[config.mk]
export PLATFORM = sky130hd
export DESIGN_NAME = idu_top
export DESIGN_NICKNAME = d
export VERILOG_FILES = /design/src/hdl/idu_pkg.sv /design/src/hdl/idu_step.sv /design/src/hdl/idu_top.sv
export VERILOG_INCLUDE_DIRS = /design/src /design/src/hdl
export SDC_FILE = /design/constraint.sdc
export NUM_CORES = 1
export LEC_CHECK = 0
export BUFFER_PORTS_ARGS = -buffer_cell sky130_fd_sc_hd__clkbuf_2
export CORE_MARGIN = 4
export CORE_UTILIZATION = 57
export DETAILED_ROUTE_END_ITERATION = 8
export PLACE_DENSITY = 0.83
export SLEW_MARGIN = 20
export SYNTH_ARGS = -nofsm -noshare
export SYNTH_HDL_FRONTEND = slang
export SYNTH_SLANG_ARGS = --single-unit
[constraint.sdc]
create_clock -name pclk -period 5.52 [get_ports pclk]
set_input_delay 0 -clock pclk [delete_from_list [all_inputs] [get_ports pclk]]
set_output_delay 0 -clock pclk [all_outputs]
set_load 0.1 [all_outputs]
[src/hdl/idu_regs.svh]
/*
  Register offsets, field positions, reset values and sequence counts of the
  iterative divide unit.
  Assumes inclusion by bare name from idu_top, the only file of the unit that includes it.
*/
`ifndef IDU_REGS_SVH
`define IDU_REGS_SVH

// APB byte offsets
`define IDU_OFS_QUOT      8'h00
`define IDU_OFS_REM       8'h04
`define IDU_OFS_STAT      8'h08
`define IDU_OFS_CTRL      8'h0c

// Control register
`define IDU_CTRL_EN_BIT   0
`define IDU_CTRL_RST      32'h0000_0001

// Status register fields
`define IDU_STAT_C_BIT    0
`define IDU_STAT_Z_BIT    1
`define IDU_STAT_OV_BIT   2
`define IDU_STAT_N_BIT    3
`define IDU_STAT_BUSY_BIT 4
`define IDU_STAT_STEP_LSB 8

// Working register reset values
`define IDU_W0_RST        16'h0000
`define IDU_W1_RST        16'h0000

// Instruction decode
`define IDU_OP_UNS        9'h1b1
`define IDU_OP_FRAC       9'h1b2

// Sequence counts: one load issue, sixteen quotient steps, one finishing issue
`define IDU_ISSUES        5'h12
`define IDU_ITER_LAST     5'h10

`endif

[src/hdl/idu_pkg.sv]
/*
  Types of the iterative divide unit: divide mode, sequence phase and the
  packed state record of the top module.
  Assumes nothing beyond a SystemVerilog compiler.
*/
package idu_pkg;

  typedef enum logic [1:0] {
    IDU_PH_IDLE  = 2'b00,
    IDU_PH_ITER  = 2'b01,
    IDU_PH_FINAL = 2'b10
  } idu_phase_t;

  typedef enum logic [0:0] {
    IDU_MODE_UNS  = 1'b0,
    IDU_MODE_FRAC = 1'b1
  } idu_mode_t;

  typedef struct packed {
    logic [15:0] w0;
    logic [15:0] w1;
    logic [15:0] dvsr;
    idu_mode_t   mode;
    idu_phase_t  phase;
    logic [4:0]  step;
    logic        neg_q;
    logic        neg_r;
    logic        ovf_pend;
    logic        flag_n;
    logic        flag_ov;
    logic        flag_z;
    logic        flag_c;
    logic        trap;
    logic        enable;
    logic [31:0] prdata;
  } idu_state_t;

endpackage : idu_pkg

[src/hdl/idu_step.sv]
/*
  One restoring divide step on a 32-bit partial remainder/quotient pair.
  Assumes the high word is already below the divisor, so a step never overflows.
*/
module idu_step (
  input  wire logic [15:0] rem_hi,
  input  wire logic [15:0] rem_lo,
  input  wire logic [15:0] dvsr,
  output logic      [15:0] nxt_hi,
  output logic      [15:0] nxt_lo,
  output logic             carry
);

  logic [16:0] part;
  logic [16:0] diff;

  always_comb begin
    part   = {rem_hi, rem_lo[15]};
    diff   = part - {1'b0, dvsr};
    carry  = (part >= {1'b0, dvsr});
    nxt_hi = carry ? diff[15:0] : part[15:0];
    nxt_lo = {rem_lo[14:0], carry};
  end

endmodule : idu_step

[src/hdl/idu_top.sv]
/*
  Iterative divide unit: unsigned 16/16 and 32/16 divide and signed fractional
  16/16 divide, one step per issued divide instruction, with an APB window on
  the working registers, flags and control.
  Assumes the instruction decoder and repeat logic issue the divide on pclk
  and supply the selected operand values in the same cycle.
*/
// Chosen here: the register offsets and the APB register port.
// Functional notes
// - Single-width unsigned: dividend to quotient register, remainder register cleared.
// - Double-width unsigned: register pair loads high and low working words.
// - Finished: quotient in working register 0, remainder in register 1.
// - Unsigned divides always clear the negative flag.
// - Overflow flag set on overflow, cleared otherwise.
// - Zero flag set when final remainder is zero.
// - Carry flag is algorithm scratch; final value undefined.
// - Unsigned divide decoded from its opcode pattern, fields t, v, W, s.
// - Double-width quotient beyond 16 bits sets overflow; results invalid.
// - Zero divisor raises arithmetic trap in the first cycle.
// - Sequence pauses at any issue boundary and resumes correctly.
// - One word each; 18 issue cycles plus one for the repeat.
// - Fractional divide: quotient register cleared, dividend to remainder register.
// - Fractional remainder takes the sign of the dividend.
// - Fractional: negative flag follows the final remainder sign.
// - Fractional dividend magnitude above divisor sets overflow; results invalid.
// - Fractional divide decoded from its opcode pattern, fields t and s.
`include "idu_regs.svh"

module idu_top (
  input  wire logic        pclk,
  input  wire logic        presetn,
  input  wire logic [7:0]  paddr,
  input  wire logic        psel,
  input  wire logic        penable,
  input  wire logic        pwrite,
  input  wire logic [31:0] pwdata,
  output logic      [31:0] prdata,
  output logic             pready,
  output logic             pslverr,
  input  wire logic        exec_valid,
  input  wire logic [23:0] exec_instr,
  output logic      [3:0]  dividend_lo_sel,
  output logic      [3:0]  dividend_hi_sel,
  output logic      [3:0]  divisor_sel,
  input  wire logic [15:0] dividend_lo,
  input  wire logic [15:0] dividend_hi,
  input  wire logic [15:0] divisor,
  output logic      [15:0] quotient_register,
  output logic      [15:0] remainder_register,
  output logic      [3:0]  status_flags_register,
  output logic             divide_busy,
  output logic             arith_trap
);

  idu_pkg::idu_state_t state_ff;
  idu_pkg::idu_state_t nxt_state;

  logic        is_uns;
  logic        is_frac;
  logic        is_div;
  logic        dbl;
  logic [15:0] abs_a;
  logic [15:0] abs_b;
  logic [15:0] fin_q;
  logic [15:0] fin_r;
  logic [15:0] step_hi;
  logic [15:0] step_lo;
  logic        step_c;
  logic        apb_wr;
  logic        apb_hit;
  logic [15:0] abs_w1;
  logic        frac_first;
  logic [15:0] step_in_hi;
  logic [15:0] step_in_lo;

  function automatic logic [15:0] neg16(input logic [15:0] v);
    neg16 = (~v) + 16'h0001;
  endfunction : neg16

  function automatic logic [15:0] abs16(input logic [15:0] v);
    abs16 = v[15] ? neg16(v) : v;
  endfunction : abs16

  function automatic logic [15:0] apply_sign(input logic neg, input logic [15:0] v);
    apply_sign = neg ? neg16(v) : v;
  endfunction : apply_sign

  function automatic logic op_uns(input logic [23:0] ins);
    op_uns = (ins[23:15] == `IDU_OP_UNS) && (ins[5:4] == 2'b00);
  endfunction : op_uns

  function automatic logic op_frac(input logic [23:0] ins);
    op_frac = (ins[23:15] == `IDU_OP_FRAC) && (ins[10:4] == 7'h00);
  endfunction : op_frac

  function automatic logic busy_of(input idu_pkg::idu_phase_t ph);
    busy_of = (ph != idu_pkg::IDU_PH_IDLE);
  endfunction : busy_of

  function automatic logic addr_hit(input logic [7:0] a);
    addr_hit = (a == `IDU_OFS_QUOT) || (a == `IDU_OFS_REM) ||
               (a == `IDU_OFS_STAT) || (a == `IDU_OFS_CTRL);
  endfunction : addr_hit

  function automatic logic [31:0] read_mux(input idu_pkg::idu_state_t st,
                                           input logic [7:0] a);
    logic [31:0] stat;
    stat = 32'h0000_0000;
    stat[`IDU_STAT_C_BIT]  = st.flag_c;
    stat[`IDU_STAT_Z_BIT]  = st.flag_z;
    stat[`IDU_STAT_OV_BIT] = st.flag_ov;
    stat[`IDU_STAT_N_BIT]  = st.flag_n;
    stat[`IDU_STAT_BUSY_BIT] = busy_of(st.phase);
    stat[`IDU_STAT_STEP_LSB +: 5] = st.step;
    unique case (a)
      `IDU_OFS_QUOT: read_mux = {16'h0000, st.w0};
      `IDU_OFS_REM:  read_mux = {16'h0000, st.w1};
      `IDU_OFS_STAT: read_mux = stat;
      `IDU_OFS_CTRL: read_mux = {31'h0000_0000, st.enable};
      default:       read_mux = 32'h0000_0000;
    endcase
  endfunction : read_mux

  // Operand field extraction for the register file read ports
  assign dividend_hi_sel = exec_instr[14:11];
  assign dividend_lo_sel = op_frac(exec_instr) ? exec_instr[14:11] : exec_instr[10:7];
  assign divisor_sel     = exec_instr[3:0];

  // Opcode match; fields that must be zero are checked too
  assign is_uns  = exec_valid && op_uns(exec_instr);
  assign is_frac = exec_valid && op_frac(exec_instr);
  assign is_div  = (is_uns || is_frac) && state_ff.enable;
  assign dbl     = exec_instr[6];

  // Magnitudes feed the fractional load only; the unsigned path never reads them
  assign abs_a = abs16(dividend_lo);
  assign abs_b = abs16(divisor);

  // Sign restore at the end; magnitudes are used throughout the steps
  assign fin_q = apply_sign(state_ff.neg_q, state_ff.w0);
  assign fin_r = apply_sign(state_ff.neg_r, state_ff.w1);

  // Fractional load keeps the raw dividend; the first step reads its magnitude
  // already scaled by 2^15, so sixteen steps still fit the repeat count
  assign frac_first = (state_ff.mode == idu_pkg::IDU_MODE_FRAC) &&
                      (state_ff.phase == idu_pkg::IDU_PH_ITER) &&
                      (state_ff.step == 5'h01);
  assign abs_w1     = abs16(state_ff.w1);
  assign step_in_hi = frac_first ? {1'b0, abs_w1[15:1]} : state_ff.w1;
  assign step_in_lo = frac_first ? {abs_w1[0], 15'h0000} : state_ff.w0;

  idu_step u_step (
    .rem_hi (step_in_hi),
    .rem_lo (step_in_lo),
    .dvsr   (state_ff.dvsr),
    .nxt_hi (step_hi),
    .nxt_lo (step_lo),
    .carry  (step_c)
  );

  // Zero wait states: every transfer completes in its first access cycle
  assign apb_wr  = psel && penable && pwrite;
  assign apb_hit = addr_hit(paddr);

  always_comb begin
    nxt_state      = state_ff;
    nxt_state.trap = 1'b0;

    unique case (state_ff.phase)
      idu_pkg::IDU_PH_IDLE: begin
        if (is_div) begin
          if (divisor == 16'h0000) begin
            // No step is taken; the trap handler owns the abandoned repeat
            nxt_state.trap = 1'b1;
          end else if (is_uns) begin
            nxt_state.mode  = idu_pkg::IDU_MODE_UNS;
            nxt_state.dvsr  = divisor;
            nxt_state.neg_q = 1'b0;
            nxt_state.neg_r = 1'b0;
            nxt_state.w0    = dividend_lo;
            if (dbl) begin
              // Low word from the even register, high word from the next
              nxt_state.w1       = dividend_hi;
              nxt_state.ovf_pend = (dividend_hi >= divisor);
            end else begin
              // Only the double form can overflow
              nxt_state.w1       = 16'h0000;
              nxt_state.ovf_pend = 1'b0;
            end
            nxt_state.phase = idu_pkg::IDU_PH_ITER;
            nxt_state.step  = 5'h01;
          end else begin
            // Raw dividend held; signs and divisor magnitude latched for the steps
            nxt_state.mode     = idu_pkg::IDU_MODE_FRAC;
            nxt_state.dvsr     = abs_b;
            nxt_state.neg_q    = dividend_lo[15] ^ divisor[15];
            nxt_state.neg_r    = dividend_lo[15];
            nxt_state.w1       = dividend_lo;
            nxt_state.w0       = 16'h0000;
            nxt_state.ovf_pend = (abs_a > abs_b);
            nxt_state.phase    = idu_pkg::IDU_PH_ITER;
            nxt_state.step     = 5'h01;
          end
        end
      end

      idu_pkg::IDU_PH_ITER: begin
        // A gap in issue (interrupt) simply holds everything
        if (is_div) begin
          nxt_state.w1     = step_hi;
          nxt_state.w0     = step_lo;
          nxt_state.flag_c = step_c;
          nxt_state.step   = state_ff.step + 5'h01;
          // Steps run on issues 2 to 17; the eighteenth takes no step, it restores signs and sets the flags
          if (state_ff.step == `IDU_ITER_LAST) begin
            nxt_state.phase = idu_pkg::IDU_PH_FINAL;
          end
        end
      end

      idu_pkg::IDU_PH_FINAL: begin
        // Eighteenth issue: results and flags become valid here
        if (is_div) begin
          nxt_state.w0      = fin_q;
          nxt_state.w1      = fin_r;
          // Flags other than carry are written only here, so they stand until the next divide ends; carry changes on every step
          nxt_state.flag_ov = state_ff.ovf_pend;
          nxt_state.flag_z  = (fin_r == 16'h0000);
          if (state_ff.mode == idu_pkg::IDU_MODE_FRAC) begin
            nxt_state.flag_n = fin_r[15];
          end else begin
            nxt_state.flag_n = 1'b0;
          end
          nxt_state.phase = idu_pkg::IDU_PH_IDLE;
          nxt_state.step  = 5'h00;
        end
      end

      default: begin
        nxt_state.phase = idu_pkg::IDU_PH_IDLE;
        nxt_state.step  = 5'h00;
      end
    endcase

    // Software access wins over a step in the same cycle, so a context restore
    // after an interrupt is never overwritten
    if (apb_wr) begin
      unique case (paddr)
        `IDU_OFS_QUOT: nxt_state.w0 = pwdata[15:0];
        `IDU_OFS_REM:  nxt_state.w1 = pwdata[15:0];
        `IDU_OFS_CTRL: nxt_state.enable = pwdata[`IDU_CTRL_EN_BIT];
        default: begin
        end
      endcase
    end

    // Read data is captured in the setup cycle and stands through the access
    if (psel && !penable) begin
      if (pwrite) begin
        nxt_state.prdata = 32'h0000_0000;
      end else begin
        nxt_state.prdata = read_mux(state_ff, paddr);
      end
    end
  end

  always_ff @(posedge pclk or negedge presetn) begin
    if (!presetn) begin
      // Every field named, so no bit of the record rests on a default
      state_ff.w0       <= `IDU_W0_RST;
      state_ff.w1       <= `IDU_W1_RST;
      state_ff.dvsr     <= 16'h0000;
      state_ff.mode     <= idu_pkg::IDU_MODE_UNS;
      state_ff.phase    <= idu_pkg::IDU_PH_IDLE;
      state_ff.step     <= 5'h00;
      state_ff.neg_q    <= 1'b0;
      state_ff.neg_r    <= 1'b0;
      state_ff.ovf_pend <= 1'b0;
      state_ff.flag_n   <= 1'b0;
      state_ff.flag_ov  <= 1'b0;
      state_ff.flag_z   <= 1'b0;
      state_ff.flag_c   <= 1'b0;
      state_ff.trap     <= 1'b0;
      state_ff.enable   <= ((`IDU_CTRL_RST & 32'h0000_0001) != 32'h0000_0000);
      state_ff.prdata   <= 32'h0000_0000;
    end else begin
      state_ff <= nxt_state;
    end
  end

  // Data outputs come straight from the state record, no logic after the flops
  assign prdata                = state_ff.prdata;
  assign pready                = 1'b1;
  assign pslverr               = psel && penable && !apb_hit;
  assign quotient_register     = state_ff.w0;
  assign remainder_register    = state_ff.w1;
  assign status_flags_register = {state_ff.flag_n,
                                  state_ff.flag_ov,
                                  state_ff.flag_z,
                                  state_ff.flag_c};
  assign divide_busy           = busy_of(state_ff.phase);
  assign arith_trap            = state_ff.trap;

endmodule : idu_top

==> results.md, run 1 <==
- Status: finished, violations left
- Failing checks: hold timing
- Commonest non-fill, non-tap cell in the layout: clkbuf_2
- CTS tree: built
- Critical path type: reg2reg
- Sink Count: 81
- Startpoint types: flip-flop
- # resized after CTS: 0
- Fin Setup TNS: 0 ns
- Routability cong.: 1.029
- Largest net degree at the start of global routing: 66
- CP max FO: 13
- Clk slew on worst S/H paths: 0.07 ns
- N_diodes: 0
- IO Port Bufs: 160
- Clock period minus worst slack: 4.839 ns
- Final WL: 32730 um
- Max Slew Vio Count: 0
- Root Buffer: clkbuf_16
- Post-route antenna net violation count: 0
- Cell repeated most along the worst path: a21oi_1
- Post-Syn Instances: 1211
- Dpl cell area: 9588 um^2
- FF+latch count, synth: 81
- Antenna violations before repair: 0
- Period utilization: 0.8766
- Clock Path Buffers: 2
- Fmax: 206.7 MHz
- Rel. slew slack: 0.2415
- Clk Latency, worst-skew pair: 0.35 ns
- Maximum vdd drop: 0.1374 mV
- Core Rows: 46
- Worst Hold Class: in2reg
- Worst-path cell chain: or2_2 -> nor4_2 -> nand2b_1 -> o22ai_1 -> a31oi_1 -> ha_1 -> a21oi_1 -> o21ai_0 -> or3_1 -> a211o_1 -> a21o_1 -> o32a_1 -> a21oi_1
- Post-synth EDFFs: 0
- Lkg Pwr: 4.500 nW
- DR pass1 iterations: 6
- Yosys Warn Count: 0
- DR vias: 9926
- Arrival @ worst endpoint: 5.11 ns
- First-pass GRT wire length: 49480 um
- Top FF cell, synth: dfrtp_1
- WL/cell: 21.81 um
- Slowest Stage Delay on Critical Path: 0.66 ns
- RSZ-0062 raised after global routing: false
- Clock Skew: 0.008141 ns
- Layout cells sized above 1: 0.1743
- H-Tree Depth: 3
- Vias in the first global route: 8940
- GRT Overall Usage: 0.3501
- WP data required: 5.79 ns
- I/O pin count: 202
- Mapped Area: 9158 um^2
- P per Cell Area: 180.2 nW/um^2
- GRT overflow: 0
- DRC: 0
- Number of max-cap violations: 0
- Worst-margin pin slew: 1.134 ns
- Routed vias/inst: 6.613
- Initial DRC count: 1297
- Worst hold margin: -0.01259 ns
- Cell area after layout: 10020 um^2
- Post-synth ARST share: 1.000
- Core box area: 15830 um^2
- Die area: 18160 um^2
- Seq/Total Area, Yosys: 0.2215
- Die H: 134.8 um
- Syn Area/Cell: 7.562 um^2
- Critical Path Sink Type: flip-flop
- Final Power: 1.805 mW
- DPL Wire Length: 25630 um
- Core Util, Final: 0.6330
- Layout area overhead: 9.401%
- Final setup viols: 0
- Number of fill cells in the layout: 1421
- Crit-path slowest cell: nor4_2
- Clock buffer count from CTS: 9
- Hold Vio Cnt, Final: 1
- Initial core utilization: 0.5786
- Final nets: 1455
- Die width: 134.8 um
- Commonest non-fill, non-tap cells in the layout: clkbuf_2, nand2_1, o21ai_0
- Unique cell type count in the Yosys netlist: 80
## synthesized netlist by cell type (13+ instances only)
library cell  instances  area [um^2]
nand2_1             135        506.7
o21ai_0             103        515.5
nor2_1               96        360.4
dfrtp_1              80         2002
buf_4                77        578.1
a21oi_1              64        320.3
clkbuf_1             58        217.7
ha_1                 56        700.7
inv_1                56        210.2
xnor2_1              52        455.4
nor3_1               29        145.1
mux2i_1              27        270.3
nand3_1              27        135.1
a31oi_1              23        143.9
nor4_1               21        131.4
nand4_1              20        125.1
a211oi_1             17        127.6
a21o_1               16        120.1
a221oi_1             16        140.1
nand2b_1             16        100.1
a221o_1              15        150.1
a22o_1               14        122.6
xor2_1               14        122.6
nor2b_1              13        81.33
## cell families (layout without fill, tap and decap cells)
family | Yosys count | in the layout | synth area share
buffers and inverters | 207 | 266 | 0.1186
and+or+nand+nor | 417 | 417 | 0.2269
other | 2 | 17 | 0.0008201
muxes | 32 | 32 | 0.03689
adders and majority gates | 57 | 57 | 0.07870
xor gates and xnor gates | 66 | 66 | 0.06312
DFF | 81 | 81 | 0.2215
AOI/OAI and AO/OA | 349 | 349 | 0.2535
## stage by stage
| step | instances | setup slack, ns |
|---|---|---|
| final | 1501 | 0.6810 |
| after global routing | 1501 | 0.5163 |
| after CTS | 1500 | 0.8703 |
| after detailed placement | 1472 | 0.9073 |
| after global placement | 1472 | 1.011 |
| after floorplan | 1226 | 1.506 |
## sequential cells by signal, summed over array words and instances, names as in the netlist
register and cells:
remainder_register 16, arith_trap 1, status_flags_register 4, state_ff 28, prdata 16, quotient_register 16
## critical path: cells and delay by family, from the launching register on
kind                     cells  cell delay (ns)
AO/OA/AOI/OAI                8             2.17
AND/OR/NAND/NOR              4             1.74
flip-flops                   1             0.44
adder cells (fa/ha/maj)      1             0.40
## worst paths after layout
kind,startpoint,end,slack [ns],cells after the start
worst min register to register,state_ff[53]$_DFFE_PN0P_,state_ff[53]$_DFFE_PN0P_,0.48,2
max in group asynchronous,presetn,state_ff[55]$_DFFE_PN0P_,4.29,3
worst min-delay path,divisor[12],state_ff[61]$_DFFE_PN0P_,-0.01,3
min in group asynchronous,presetn,prdata[13]$_DFFE_PN0P_,0.08,2
worst max-delay path,state_ff[44]$_DFFE_PN0P_,remainder_register[1]$_DFF_PN0_,0.68,13
worst max register to register,state_ff[44]$_DFFE_PN0P_,remainder_register[1]$_DFF_PN0_,0.68,13
## layer usage
layer | wire [um] | vias up | global-route usage
li1 | - | 4473 | -
met1 | 12530 | 4615 | 0.4655
met2 | 14040 | 715 | 0.5195
met3 | 3832 | 123 | 0.07861
met4 | 2333 | 0 | 0.2115
met5 | 0 | - | 0
## area by class of cell
| type | instances | area (um^2) | area share |
|---|---|---|---|
| Inverter | 56 | 210.2 | 0.02098 |
| Timing Repair Buffer | 194 | 1091 | 0.1089 |
| Tap cell | 216 | 270.3 | 0.02698 |
| Clock buffer | 9 | 225.2 | 0.02248 |
| Clock inverter | 7 | 75.07 | 0.007493 |
| Multi-Input combinational cell | 938 | 6118 | 0.6107 |
| Sequential cell | 81 | 2028 | 0.2024 |
## where the power goes
part	internal, mW	switching (mW)	total (mW)
registers	0.602	0.0269	0.629
clock network	0.356	0.269	0.625
logic	0.170	0.381	0.551
## repair_timing
item | in CTS | in global routing
buffers inserted | 0 | 0
hold buffers | 12 | 1
endpoints found under the hold margin | 32 | 1
Power figures use the tool's default switching activity.
==> inputs of run 2 (changes only) <==
--- a/config.mk
+++ b/config.mk
@@ -6,9 +6,10 @@
 export SDC_FILE = /design/constraint.sdc
 export NUM_CORES = 1
 export LEC_CHECK = 0
+export ABC_AREA = 1
 export BUFFER_PORTS_ARGS = -buffer_cell sky130_fd_sc_hd__clkbuf_2
 export CORE_MARGIN = 4
-export CORE_UTILIZATION = 57
+export CORE_UTILIZATION = 58
 export DETAILED_ROUTE_END_ITERATION = 8
 export PLACE_DENSITY = 0.83
 export SLEW_MARGIN = 20
==> run 2 against run 1 <==
Effect of this change:
- the run now ends clean
- worst setup slack better by 0.76 ns
- critical path type unchanged
- core utilization up 0.72 points
- non-clock buffer count down 8
- count of clock-buffer cells in the layout unchanged
- hold slack better by 0.013 ns
- via count up 25%
==> results.md, run 2 <==
- WP data required: 5.76 ns (-0.03 ns)
- Layout area overhead: 8.853%
- Number of max-cap violations: 0 (unchanged)
- Post-synth EDFFs: 0 (unchanged)
- Switching part of the total: 0.4518 (+0.07662)
- Final Power: 2.411 mW (+34%)
- Arrival @ worst endpoint: 4.32 ns (-0.79 ns)
- Critical path type: reg2reg
- Commonest non-fill, non-tap cell in the layout: nand2_1
- Hold Vio Cnt, Final: 0 (-1)
- Pint: 1.322 mW (+17%)
- Worst-path cell chain: inv_2 -> nor2_8 -> nand3_4 -> inv_2 -> nor2_1 -> a21oi_1 -> inv_1 -> ha_1 -> nand2_1 -> inv_1 -> a21oi_1 -> nand3_1 -> nand2_2 -> inv_2 -> nor2_4 -> nand2_1 -> nand4_1 -> nand2_1 -> nor2_1 -> nor2_1
- Clock buffer count from CTS: 9 (unchanged)
- Critical Path Sink Type: flip-flop
- Layout cells sized above 1: 0.1322 (-0.04207)
- DR vias: 12410 (+25%)
- Top reg by flops: state_ff
- Clock Path Buffers: 2 (unchanged)
- CP delay by family, top: simple AND/OR/NAND/NOR gates
- P per Cell Area: 210.4 nW/um^2 (+17%)
- Slowest Stage Delay on Critical Path: 0.45 ns (-0.21 ns)
- Fin Setup TNS: 0 ns (unchanged)
- Die width: 142.7 um (+5.9%)
- Unique cell type count in the Yosys netlist: 54 (-33%)
- DPL Wire Length: 29360 um (+15%)
- Clk pwr share: 0.313 (-0.033)
- WL/cell: 18.58 um (-15%)
- # placed instances: 2033 (+38%)
- DR pass1 iterations: 6 (unchanged)
- H-Tree Depth: 3 (unchanged)
- Vias in the first global route: 11030 (+23%)
- I/O pin count: 202 (unchanged)
- Top cells by instance count after synthesis: nand2_1, inv_1, nand3_1
- GRT Overall Usage: 0.3697 (+0.01956)
- Die H: 142.7 um (+5.9%)
- IO Port Bufs: 160 (unchanged)
- First-pass GRT wire length: 59400 um (+20%)
- Most common cell in the synthesized netlist: nand2_1
- Top FF cell, synth: dfrtp_1
- Final WL: 38560 um (+18%)
- Combinational Power Share: 0.406 (+0.101)
- Post-Syn Instances: 1755 (+45%)
- Lkg Pwr: 6.204 nW (+38%)
- DRC: 0 (unchanged)
- Initial DRC count: 1546 (+19%)
- CTS tree: built
- Root Buffer: clkbuf_16
- Final setup viols: 0 (unchanged)
- Worst Hold Class: in2out
- Post-synth ARST share: 1.000 (unchanged)
- Mapped Area: 10530 um^2 (+15%)
- Routed vias/inst: 5.979 (-9.6%)
- Period utilization: 0.7387 (-0.1380)
- Largest register FFs: 28 (unchanged)
- Clock Skew: 0.01194 ns (+0.003795 ns)
- Antenna violations before repair: 0 (unchanged)
- Non-filler cells, final: 2075 (+38%)
- Final nets: 2015 (+38%)
- Max Slew Vio Count: 0 (unchanged)
- Sw Pwr: 1.089 mW (+61%)
- Seq/Total Area, Yosys: 0.1926 (-0.02885)
- Yosys Warn Count: 0 (unchanged)
- Syn Area/Cell: 5.999 um^2 (-21%)
- FF+latch count, synth: 81 (unchanged)
- Routability cong.: 1.002 (-2.7%)
- Startpoint types: flip-flop
- Fmax: 245.3 MHz (+19%)
- Sink Count: 81 (unchanged)
- Post-route antenna net violation count: 0 (unchanged)
- Initial core utilization: 0.5881 (+0.009555)
- Post-synth top area cell: dfrtp_1
- Sequential share of power: 0.281 (-0.068)
- Core Rows: 49 (+6.5%)
- Worst-margin pin slew: 1.075 ns (-0.05831 ns)
- Die area: 20370 um^2 (+12%)
- Crit-path slowest cell: dfrtp_1
- Clk Latency, worst-skew pair: 0.36 ns (about the same)
- Clock period minus worst slack: 4.077 ns (-0.7617 ns)
- Largest net degree at the start of global routing: 82 (+24%)
- Maximum vdd drop: 0.1764 mV (+28%)
- Status: finished, final reports clean
- GRT overflow: 0 (unchanged)
- Commonest non-fill, non-tap cells in the layout: nand2_1, inv_1, nand3_1
- Clk slew on worst S/H paths: 0.07 ns (about the same)
- RSZ-0062 raised after global routing: false
- Worst Path Buf+Inv: 5 (+5)
- Worst hold margin: 0.00003854 ns (+0.01263 ns)
- Synth top area cells: dfrtp_1, nand2_1, nand3_1, inv_1, ha_1
- Core box area: 17900 um^2 (+13%)
- CP max FO: 27 (+14)
- Synth top area share: 0.1901 (-0.02847)
- Rel. slew slack: 0.2777 (+0.03615)
run 2: cell count changes in the layout (fill, tap and decap cells not counted), sizes merged, moves of 27 or more:
cell | before | now
a21oi | 65 | 103
inv | 60 | 217
mux2i | 27 | 0
nand2 | 135 | 508
nand3 | 27 | 203
nor2 | 98 | 200
o21ai | 104 | 76
xnor2 | 52 | 10
run 2: path summary, 6_finish.rpt:
path                                          start  depth (start not counted)                                to  slack, ns
setup / recovery           state_ff[46]$_DFFE_PN0P_                         20   remainder_register[5]$_DFF_PN0_       1.44
hold / removal                        exec_instr[3]                          0                    divisor_sel[3]    0.00004
setup reg to reg           state_ff[46]$_DFFE_PN0P_                         20   remainder_register[5]$_DFF_PN0_       1.44
hold reg to reg               prdata[0]$_DFFE_PN0P_                          2             prdata[0]$_DFFE_PN0P_       0.48
max in group asynchronous                   presetn                          2          state_ff[49]$_DFFE_PN0P_       4.66
min in group asynchronous                   presetn                          2  remainder_register[11]$_DFF_PN0_       0.23
run 2: metal layers:
metal | track usage | share of wire | vias to the layer above
met5 | 0 | 0 | -
met4 | 0.1471 | 0.048 | 0
met3 | 0.07066 | 0.13 | 148
met2 | 0.5729 | 0.43 | 937
met1 | 0.5090 | 0.39 | 5522
li1 | - | - | 5800
run 2: cells by family after synthesis:
| family | synth area share |
|---|---|
| simple gates | 0.4106 |
| buf+inv | 0.1573 |
| compound gates | 0.1395 |
| flops | 0.1926 |
| fa+ha+maj | 0.06845 |
| xor+xnor | 0.03078 |
| other cells | 0.0007133 |
run 2: layout make-up:
| cell class | count | area (um^2) |
|---|---|---|
| inverter | 218 | 823.3 |
| multi-input combinational | 1344 | 6900 |
| fill | 1731 | 6441 |
| timing repair buffer | 186 | 1065 |
| sequential | 81 | 2028 |
| antenna | 1 | 2.502 |
| clock buffer | 9 | 225.2 |
| clock inverter | 7 | 130.1 |
| tap | 229 | 286.5 |
run 2: stage by stage:
stage                     worst slack (ns)  cell area (um^2)  utilization
after global routing                 1.190             11460       0.6401
after detailed placement             1.573             10850       0.6060
after CTS                            1.562             11450       0.6399
final                                1.443             11460       0.6402
after global placement               1.639             10850       0.6060
after floorplan                      2.474             10590            -
run 2: power groups by stage:
stage                     clock network, mW  logic (mW)  registers [mW]
after floorplan                           0       0.784           0.659
after detailed placement                  0       0.944           0.684
after CTS                             0.750       0.963           0.673
after global routing                  0.772        1.07           0.677
after global placement                    0       0.933           0.684
final                                 0.755       0.980           0.677
run 2: what timing repair did:
action	4_1_cts	5_1_grt
setup buffers	0	0
hold buffers	25	0
hold endpoints to repair	112	0
resized for setup	0	0
